<file path="config.mk">
export PLATFORM = sky130hd
export DESIGN_NAME = fidsc_core
export DESIGN_NICKNAME = d
export VERILOG_FILES = /design/src/fidsc_pkg.sv /design/src/fidsc_core.sv /design/src/fidsc_sync.sv /design/src/fidsc_erase.sv
export SDC_FILE = /design/constraint.sdc
export NUM_CORES = 1
export LEC_CHECK = 0
export BUFFER_PORTS_ARGS = -buffer_cell sky130_fd_sc_hd__buf_4
export CAP_MARGIN = 15
export CORE_ASPECT_RATIO = 1.5
export CORE_MARGIN = 5
export CORE_UTILIZATION = 40
export CTS_CLUSTER_DIAMETER = 100
export CTS_CLUSTER_SIZE = 20
export DETAILED_ROUTE_END_ITERATION = 16
export SLEW_MARGIN = 10
export SYNTH_ARGS = -nofsm -noshare
export SYNTH_HDL_FRONTEND = slang
export SYNTH_HIERARCHICAL = 1
export SYNTH_SLANG_ARGS = --single-unit
</file>
<file path="constraint.sdc">
create_clock -name clk -period 7.3 [get_ports clk]
set_clock_uncertainty 0.05 [all_clocks]
set_input_delay 1.46 -clock clk [delete_from_list [all_inputs] [get_ports clk]]
set_output_delay 1.46 -clock clk [all_outputs]
set_load 0.02 [all_outputs]
</file>
<file path="src/fidsc_pkg.sv">
// Shared constants and types for the identification and security-erase command block
`default_nettype none
package fidsc_pkg;
  // ****************************************
  // Opcodes
  // ****************************************
  localparam logic [7:0] OP_ID_SINGLE = 8'h90;
  localparam logic [7:0] OP_ID_DUAL = 8'h92;
  localparam logic [7:0] OP_ID_QUAD = 8'h94;
  localparam logic [7:0] OP_UNIQUE_ID = 8'h4b;
  localparam logic [7:0] OP_STD_ID = 8'h9f;
  localparam logic [7:0] OP_PARAM_TABLE = 8'h5a;
  localparam logic [7:0] OP_SEC_ERASE = 8'h44;

  // ****************************************
  // Frame lengths in serial clocks
  // ****************************************
  localparam int CNT_W = 7;
  localparam logic [6:0] CNT_MAX = 7'h7f;
  localparam logic [6:0] OPCODE_LAST = 7'h07;
  localparam logic [6:0] OPCODE_CLOCKS = 7'h08;
  localparam logic [6:0] ADDR_LAST = 7'h1f;
  localparam logic [6:0] ERASE_FRAME_CLOCKS = 7'h20;
  localparam logic [6:0] PRE_ID_SINGLE = 7'h18;
  localparam logic [6:0] PRE_ID_DUAL = 7'h10;
  localparam logic [6:0] PRE_ID_QUAD = 7'h0c;
  localparam logic [6:0] PRE_UNIQUE_ID = 7'h20;
  localparam logic [6:0] PRE_STD_ID = 7'h00;
  localparam logic [6:0] PRE_PARAM_TABLE = 7'h20;
  localparam logic [2:0] STD_ID_LAST = 3'h2;

  // ****************************************
  // Lanes and output enables
  // ****************************************
  localparam logic [2:0] LANES_SINGLE = 3'h1;
  localparam logic [2:0] LANES_DUAL = 3'h2;
  localparam logic [2:0] LANES_QUAD = 3'h4;
  localparam logic [3:0] OE_SINGLE = 4'h2;
  localparam logic [3:0] OE_DUAL = 4'h3;
  localparam logic [3:0] OE_QUAD = 4'hf;
  localparam logic [2:0] BIT_FIRST = 3'h7;

  // ****************************************
  // Security register address fields
  // ****************************************
  localparam int SEC_HIGH_MSB = 23;
  localparam int SEC_HIGH_LSB = 16;
  localparam int SEC_SEL_MSB = 15;
  localparam int SEC_SEL_LSB = 12;
  localparam int SEC_MID_MSB = 11;
  localparam int SEC_MID_LSB = 8;
  localparam logic [7:0] SEC_HIGH_VALUE = 8'h00;
  localparam logic [3:0] SEC_MID_VALUE = 4'h0;
  localparam logic [3:0] SEC_SEL_FIRST = 4'h1;
  localparam logic [3:0] SEC_SEL_LAST = 4'h3;

  // ****************************************
  // Timing
  // ****************************************
  localparam int CLK_MHZ = 40;
  localparam int SECURITY_ERASE_TIME_US = 100;
  localparam int SECURITY_ERASE_CYCLES = SECURITY_ERASE_TIME_US * CLK_MHZ;
  localparam int ERASE_CNT_W = 24;

  // ****************************************
  // Types
  // ****************************************
  typedef struct packed {
    logic cs_n;
    logic sclk;
    logic [3:0] io;
  } fidsc_pins_type;

  typedef enum logic [4:0] {
    ST_IDLE = 5'h01,
    ST_CMD = 5'h02,
    ST_PRE = 5'h04,
    ST_DATA = 5'h08,
    ST_SKIP = 5'h10
  } fidsc_state_type;
endpackage
`default_nettype wire

</file>
<file path="src/fidsc_core.sv">
// Serial command engine for identification reads, parameter table and security erase
// What this block does
// - 90h, zero address, single-bit ID pair out
// - 92h, 16 address clocks one bit each on io0, dual out
// - 94h, 12 address clocks one bit each on io0, quad output
// - Dual/quad IDs alternate until deselect
// - 4Bh, 32 dummy clocks, 64-bit ID
// - Unique ID fixed, no command alters it
// - 9Fh returns maker, type, capacity bytes
// - 5Ah, address, dummies, data from 40th
// - 256-byte table, low address byte starts
// - Erase 44h refused without write enable
// - Erase address fields select register 1-3
// - Erase only on deselect after exactly 32 clocks
// - Self-timed erase, busy flag during it
// - Erase completion clears write enable latch
// - Locked security register ignores erase
`default_nettype none
module fidsc_core
  import fidsc_pkg::*;
#(
  parameter logic [7:0] MFR_ID = 8'h5c,      // Arbitrary value
  parameter logic [7:0] DEVICE_ID = 8'h17,   // Arbitrary value
  parameter logic [7:0] MEM_TYPE = 8'h40,    // Arbitrary value
  parameter logic [7:0] CAPACITY = 8'h18,    // Arbitrary value
  parameter logic [63:0] UNIQUE_ID = 64'h0123_4567_89ab_cdef, // Arbitrary value
  parameter int ERASE_CYCLES = SECURITY_ERASE_CYCLES
) (
  input wire logic clk,
  input wire logic rst,
  input wire logic spi_cs_n,
  input wire logic spi_sclk,
  input wire logic [3:0] spi_io_in,
  output logic [3:0] spi_io_out,
  output logic [3:0] spi_io_oe,
  input wire logic write_enable_latch,
  input wire logic [2:0] security_lock_bits,
  output logic [7:0] param_table_addr,
  input wire logic [7:0] param_table_data,
  output logic busy,
  output logic erase_start,
  output logic [1:0] erase_select,
  output logic latch_clear
);
  // ****************************************
  // Pin synchronisation and edges
  // ****************************************
  fidsc_pins_type pins;
  logic cs_prev;
  logic sclk_prev;

  // Serial clock must stay well below a quarter of clk; output lags the falling edge by about three cycles
  fidsc_sync #(.W(6), .RESET_VAL(6'h20)) u_sync (
    .clk(clk),
    .rst(rst),
    .d({spi_cs_n, spi_sclk, spi_io_in}),
    .q(pins)
  );

  wire sclk_rise = pins.sclk && !sclk_prev && !pins.cs_n;
  wire sclk_fall = !pins.sclk && sclk_prev && !pins.cs_n;
  wire cs_rise = pins.cs_n && !cs_prev;
  wire rx_bit = pins.io[0];

  // ****************************************
  // Frame state
  // ****************************************
  fidsc_state_type state;
  fidsc_state_type next_state;
  logic [CNT_W-1:0] count;
  logic [7:0] opcode;
  logic [23:0] addr;
  logic [2:0] lanes;
  logic [CNT_W-1:0] pre_len;
  logic [2:0] bpos;
  logic [2:0] byte_idx;
  logic [7:0] ptr;

  wire [CNT_W-1:0] count_inc = (count == CNT_MAX) ? count : count + 1'b1;
  wire [7:0] full_op = {opcode[6:0], rx_bit};
  wire cmd_done = (state == ST_CMD) && sclk_rise && (count == OPCODE_LAST);

  // ****************************************
  // Opcode decode
  // ****************************************
  wire op_single = (full_op == OP_ID_SINGLE);
  wire op_dual = (full_op == OP_ID_DUAL);
  wire op_quad = (full_op == OP_ID_QUAD);
  wire op_uid = (full_op == OP_UNIQUE_ID);
  wire op_std = (full_op == OP_STD_ID);
  wire op_table = (full_op == OP_PARAM_TABLE);
  wire op_erase = (full_op == OP_SEC_ERASE);
  wire op_read = op_single || op_dual || op_quad || op_uid || op_std || op_table;

  wire [2:0] dec_lanes = op_dual ? LANES_DUAL : (op_quad ? LANES_QUAD : LANES_SINGLE);
  wire [CNT_W-1:0] dec_pre = op_single ? PRE_ID_SINGLE :
                             op_dual ? PRE_ID_DUAL :
                             op_quad ? PRE_ID_QUAD :
                             op_uid ? PRE_UNIQUE_ID :
                             op_table ? PRE_PARAM_TABLE : PRE_STD_ID;

  wire pre_done = (state == ST_PRE) && sclk_rise && (opcode != OP_SEC_ERASE)
                  && (count_inc == OPCODE_CLOCKS + pre_len);

  always_comb begin
    next_state = state;
    unique case (state)
      ST_IDLE: begin
        if (!pins.cs_n) begin
          next_state = ST_CMD;
        end
      end
      ST_CMD: begin
        if (cmd_done) begin
          if (op_read && dec_pre == PRE_STD_ID) begin
            next_state = ST_DATA;
          end else if (op_read || op_erase) begin
            next_state = ST_PRE;
          end else begin
            next_state = ST_SKIP;
          end
        end
      end
      ST_PRE: begin
        if (pre_done) begin
          next_state = ST_DATA;
        end
      end
      ST_DATA: begin
        next_state = ST_DATA;
      end
      ST_SKIP: begin
        next_state = ST_SKIP;
      end
      default: begin
        next_state = ST_IDLE;
      end
    endcase
    if (pins.cs_n) begin
      next_state = ST_IDLE;
    end
  end

  // ****************************************
  // Output byte selection
  // ****************************************
  wire [7:0] pair_byte = byte_idx[0] ? DEVICE_ID : MFR_ID;
  wire [7:0] std_byte = (byte_idx == 3'h0) ? MFR_ID : ((byte_idx == 3'h1) ? MEM_TYPE : CAPACITY);
  wire [7:0] uid_byte = UNIQUE_ID[8 * (7 - int'(byte_idx)) +: 8];
  wire [7:0] cur_byte = (opcode == OP_UNIQUE_ID) ? uid_byte :
                        (opcode == OP_STD_ID) ? std_byte :
                        (opcode == OP_PARAM_TABLE) ? param_table_data : pair_byte;
  wire [7:0] shifted = cur_byte << (BIT_FIRST - bpos);
  wire [3:0] tx_bits = (lanes == LANES_QUAD) ? shifted[7:4] :
                       (lanes == LANES_DUAL) ? {2'h0, shifted[7:6]} : {2'h0, shifted[7], 1'b0};
  wire [3:0] tx_oe = (lanes == LANES_QUAD) ? OE_QUAD : ((lanes == LANES_DUAL) ? OE_DUAL : OE_SINGLE);
  wire byte_end = (bpos < lanes);
  wire [2:0] next_idx = ((opcode == OP_STD_ID) && (byte_idx == STD_ID_LAST)) ? 3'h0 : byte_idx + 1'b1;

  // ****************************************
  // Erase acceptance
  // ****************************************
  wire [3:0] sec_sel = addr[SEC_SEL_MSB:SEC_SEL_LSB];
  wire sel_ok = (sec_sel >= SEC_SEL_FIRST) && (sec_sel <= SEC_SEL_LAST);
  wire [1:0] sel_idx = 2'(sec_sel - SEC_SEL_FIRST);
  wire fields_ok = (addr[SEC_HIGH_MSB:SEC_HIGH_LSB] == SEC_HIGH_VALUE)
                   && (addr[SEC_MID_MSB:SEC_MID_LSB] == SEC_MID_VALUE) && sel_ok;
  wire erase_ok = cs_rise && (state == ST_PRE) && (opcode == OP_SEC_ERASE)
                  && (count == ERASE_FRAME_CLOCKS)
                  && write_enable_latch
                  && fields_ok && !security_lock_bits[sel_idx]
                  && !busy;

  // ****************************************
  // Registers
  // ****************************************
  always_ff @(posedge clk) begin
    if (rst) begin
      state <= ST_IDLE;
      cs_prev <= 1'b1;
      sclk_prev <= 1'b0;
    end else begin
      state <= next_state;
      cs_prev <= pins.cs_n;
      sclk_prev <= pins.sclk;
    end
  end

  // Input side: everything sampled on rising serial clock edges
  always_ff @(posedge clk) begin
    if (rst || pins.cs_n) begin
      count <= '0;
      opcode <= 8'h00;
      addr <= 24'h00_0000;
    end else if (sclk_rise) begin
      count <= count_inc;
      if (state == ST_CMD) begin
        opcode <= full_op;
      end
      if (state == ST_PRE && count <= ADDR_LAST) begin
        addr <= {addr[22:0], rx_bit};
      end
    end
  end

  always_ff @(posedge clk) begin
    if (rst) begin
      lanes <= LANES_SINGLE;
      pre_len <= '0;
    end else if (cmd_done) begin
      lanes <= dec_lanes;
      pre_len <= dec_pre;
    end
  end

  // Output side: next bits launched on falling serial clock edges
  always_ff @(posedge clk) begin
    if (rst || pins.cs_n) begin
      spi_io_out <= 4'h0;
      spi_io_oe <= 4'h0;
      bpos <= BIT_FIRST;
      byte_idx <= 3'h0;
    end else if (state == ST_DATA && sclk_fall) begin
      spi_io_out <= tx_bits;
      spi_io_oe <= tx_oe;
      bpos <= bpos - lanes;
      if (byte_end) begin
        byte_idx <= next_idx;
      end
    end
  end

  always_ff @(posedge clk) begin
    if (rst) begin
      ptr <= 8'h00;
    end else if (sclk_rise && state == ST_PRE && count == ADDR_LAST && opcode == OP_PARAM_TABLE) begin
      ptr <= {addr[6:0], rx_bit};
    end else if (state == ST_DATA && sclk_fall && byte_end && opcode == OP_PARAM_TABLE) begin
      ptr <= ptr + 1'b1;
    end
  end

  assign param_table_addr = ptr;

  always_ff @(posedge clk) begin
    if (rst) begin
      erase_start <= 1'b0;
      erase_select <= 2'h0;
    end else begin
      erase_start <= erase_ok;
      if (erase_ok) begin
        erase_select <= sel_idx;
      end
    end
  end

  fidsc_erase #(.ERASE_CYCLES(ERASE_CYCLES)) u_erase (
    .clk(clk),
    .rst(rst),
    .start(erase_start),
    .busy(busy),
    .done(latch_clear)
  );
endmodule
`default_nettype wire

</file>
<file path="src/fidsc_sync.sv">
// Two-stage synchroniser for the serial pins
`default_nettype none
module fidsc_sync
  import fidsc_pkg::*;
#(
  parameter int W = 6,
  parameter logic [W-1:0] RESET_VAL = '0
) (
  input wire logic clk,
  input wire logic rst,
  input wire logic [W-1:0] d,
  output logic [W-1:0] q
);
  logic [W-1:0] meta;

  always_ff @(posedge clk) begin
    if (rst) begin
      meta <= RESET_VAL;
      q <= RESET_VAL;
    end else begin
      meta <= d;
      q <= meta;
    end
  end
endmodule
`default_nettype wire

</file>
<file path="src/fidsc_erase.sv">
// Self-timed security register erase sequencer
`default_nettype none
module fidsc_erase
  import fidsc_pkg::*;
#(
  parameter int ERASE_CYCLES = SECURITY_ERASE_CYCLES
) (
  input wire logic clk,
  input wire logic rst,
  input wire logic start,
  output logic busy,
  output logic done
);
  logic [ERASE_CNT_W-1:0] remain;
  localparam logic [ERASE_CNT_W-1:0] LOAD = ERASE_CNT_W'(ERASE_CYCLES - 1);

  always_ff @(posedge clk) begin
    if (rst) begin
      busy <= 1'b0;
      done <= 1'b0;
      remain <= '0;
    end else begin
      done <= 1'b0;
      if (start && !busy) begin
        busy <= 1'b1;
        remain <= LOAD;
      end else if (busy) begin
        if (remain == '0) begin
          busy <= 1'b0;
          done <= 1'b1;
        end else begin
          remain <= remain - 1'b1;
        end
      end
    end
  end
endmodule
`default_nettype wire

</file>
==> impl_results.md <==
* Status: finished, final reports clean
* Sw frac at around 20%
* Placed cells at between 800 and 900
* CP Capture Type: flop
* Count of hold-fix buffers inserted at cts at 0
* Final-report hold violation count at 0
* Cells along the critical path: buf_4, nor2_1, inv_1, buf_4, a21oi_2, o21ai_1, nor4b_2
* Kind of launch point of the worst setup path: primary input
* Tightest Pin Transition at just over 0.9 ns
* First-pass GRT wire length at around 23 mm
* Post-DRT Antenna Nets at 0
* Final Power at approximately 1.1 mW
* RePlAce Congestion at 0.8433
* Worst slew margin at a little under two fifths
* RSZ-0062 raised after global routing: false
* GR Util All Layers at roughly 16%
* Critical Path Max Stage Delay at about 0.57 ns
* Die span in x at ~110 um
* Area occupied by multi-input gates at approximately 0.0033 mm^2
* Final setup fails at 0
* Net Sw Power at about 0.23 mW
* # diodes at 0
* Register-to-Register Path Depth at 7
* Clk pwr share at between 40 and 50%
* # H-tree levels at 3
* Setup_tns at 0 ns
* Num Clock Sinks at around 110
* Io pins at between 40 and 50
* Share of layout cells above drive strength 1 at roughly an eighth
* Worst VDD drop at ~0.095 mV
* Register cell area after layout at about 0.0022 mm^2
* Min-Delay Path Class: flop to flop
* Static leakage at around 2.3 nW
* Setup Fix Bufs, Post-CTS at 0
* CP required at between 7 and 8 ns
* Post-layout net count at between 700 and 800
* Post-route DRC at 0
* Crit share post-route at roughly 44%
* Routed wire per std cell at between 15 and 20 um
* CTS resizes at 0
* CTS Buf Count at 9
* IO Port Bufs at 37
* GRT overflow at 0
* FF-to-FF End: state[4]$_SDFFE_PP0P_
* Synth Instances at around 670
* Synthesis warning total at 6
* Fin. max-slew vios at 0
* Die Y at 157.1 um
* R2R Setup Slk at between 4 and 5 ns
* Max-cap violation count at 0
* Worst Setup SP: rst
* Fill count at around 1400
* DRT iter0 DRCs at 219
* Largest delay share family, worst path: buffers and inverters
* Final Core Density at 45.72%
* Critical-path maximum fanout at between 40 and 50
* Area added between synthesis and finish at 11.93%
* Post-Syn Area per Cell at 8.585 um^2
* Net Count, Synth at 707
* Vias at approximately 5000
* CTS clk-pin slew, worst paths at approximately 0.070 ns
* Final WL at roughly 13 mm
* CTS tree: built
* Bufs and invs on worst path at 3
* Cell row count at 53
* Starting Density at between 40 and 50%
* Power per cell area at between 150 and 200 mW/mm^2
* Sequential share of power at a little over half
* Critical path class: primary input to flop
* Vias in the first global route at approximately 4900
* Final min period at between 3 and 4 ns
* Combinational power share at 1.8%
* Largest net degree at the start of global routing at 46
* Slowest CP cell: nor2_1
* Critical path endpoint: state[4]$_SDFFE_PP0P_
* Post-DR vias/cell at around 5.6
* Pint at 0.8977 mW
* Antenna violations before repair at 0
* DP HPWL at 9.890 mm
* Highest Clock Rate at between 300 and 400 MHz
* Die area at about 0.017 mm^2
* Clk Latency, worst-skew pair at about 0.34 ns
* Drt pass-1 iters at 5
* Layout Cells excl Fill at ~880
* CTS max path bufs at 2
* Core ar. at approximately 0.014 mm^2
* Most frequent CP cell: buf_4
* Clock root buffer: clkbuf_16
* Worst EP arrival at roughly 3.5 ns
* Critical path depth at 7
* Critical R2R Launch: state[2]$_SDFFE_PP0P_
* Mapped Area at roughly 0.0058 mm^2
[stage by stage]
stage	setup WS, ns	cell area, um^2	hold slack (ns)
2_1_floorplan	4.607	5769	0.3332
3_3_place_gp	3.792	6147	0.3472
3_5_place_dp	3.692	6147	0.3528
4_1_cts	4.054	6457	0.3695
5_1_grt	3.841	6457	0.3831
6_report	4.059	6457	0.3711
[cells in the final DEF (no fill, tap or decap), drive strengths merged, types with 11 or more instances in the layout]
cell / n
a21oi: 39
buf: 40
clkbuf: 12
dfxtp: 109
ha: 14
inv: 20
mux2i: 40
nand2: 35
nand3: 22
nand4: 13
nor2: 92
nor3: 20
nor4: 13
o21ai: 28
or3: 16
or4: 12
xnor2: 11
[state kept, by name (all words and copies together), names as in the netlist, 2 cells and up]
register,cells
addr,24
bpos,3
byte_idx,3
count,7
erase_select,2
lanes,3
opcode,8
param_table_addr,8
pre_len,4
spi_io_oe,3
spi_io_out,4
state,5
u_erase/remain,24
u_sync/meta,3
u_sync/q,3
[routing by layer]
metal	track usage, %	wire [um]
met1	17.91	5628
met3	2.667	400
met5	0	0
met2	30.55	7062
met4	6.498	308
[power by group through the flow]
stage / clock [mW] / sequential [mW] / combinational [mW]
final: 0.504 / 0.598 / 0.0201
after global routing: 0.542 / 0.598 / 0.0221
after CTS: 0.517 / 0.598 / 0.0205
after detailed placement: 0 / 0.612 / 0.0206
after global placement: 0 / 0.612 / 0.0201
after floorplan: 0 / 0.611 / 0.0110
[worst min path at each step]
stage,startpoint,endpoint,depth (start not counted)
6_report,u_sync/meta[5]$_SDFF_PP1_,u_sync/q[5]$_SDFF_PP1_,1
4_1_cts,u_sync/meta[5]$_SDFF_PP1_,u_sync/q[5]$_SDFF_PP1_,1
3_5_place_dp,u_sync/meta[5]$_SDFF_PP1_,u_sync/q[5]$_SDFF_PP1_,1
5_1_grt,u_sync/meta[5]$_SDFF_PP1_,u_sync/q[5]$_SDFF_PP1_,1
3_3_place_gp,u_sync/meta[5]$_SDFF_PP1_,u_sync/q[5]$_SDFF_PP1_,1
2_1_floorplan,u_sync/meta[5]$_SDFF_PP1_,u_sync/q[5]$_SDFF_PP1_,1
[final cells by class]
type                            count  share of cell area, %
Multi-Input combinational cell    505                  51.81
Sequential cell                   109                  33.79
Timing Repair Buffer               40                  4.650
Clock buffer                       12                  4.127
Tap cell                          192                  3.720
Inverter                           21                  1.221
Clock inverter                      3                 0.6782
Note: power is estimated with default switching activity, not from simulation.
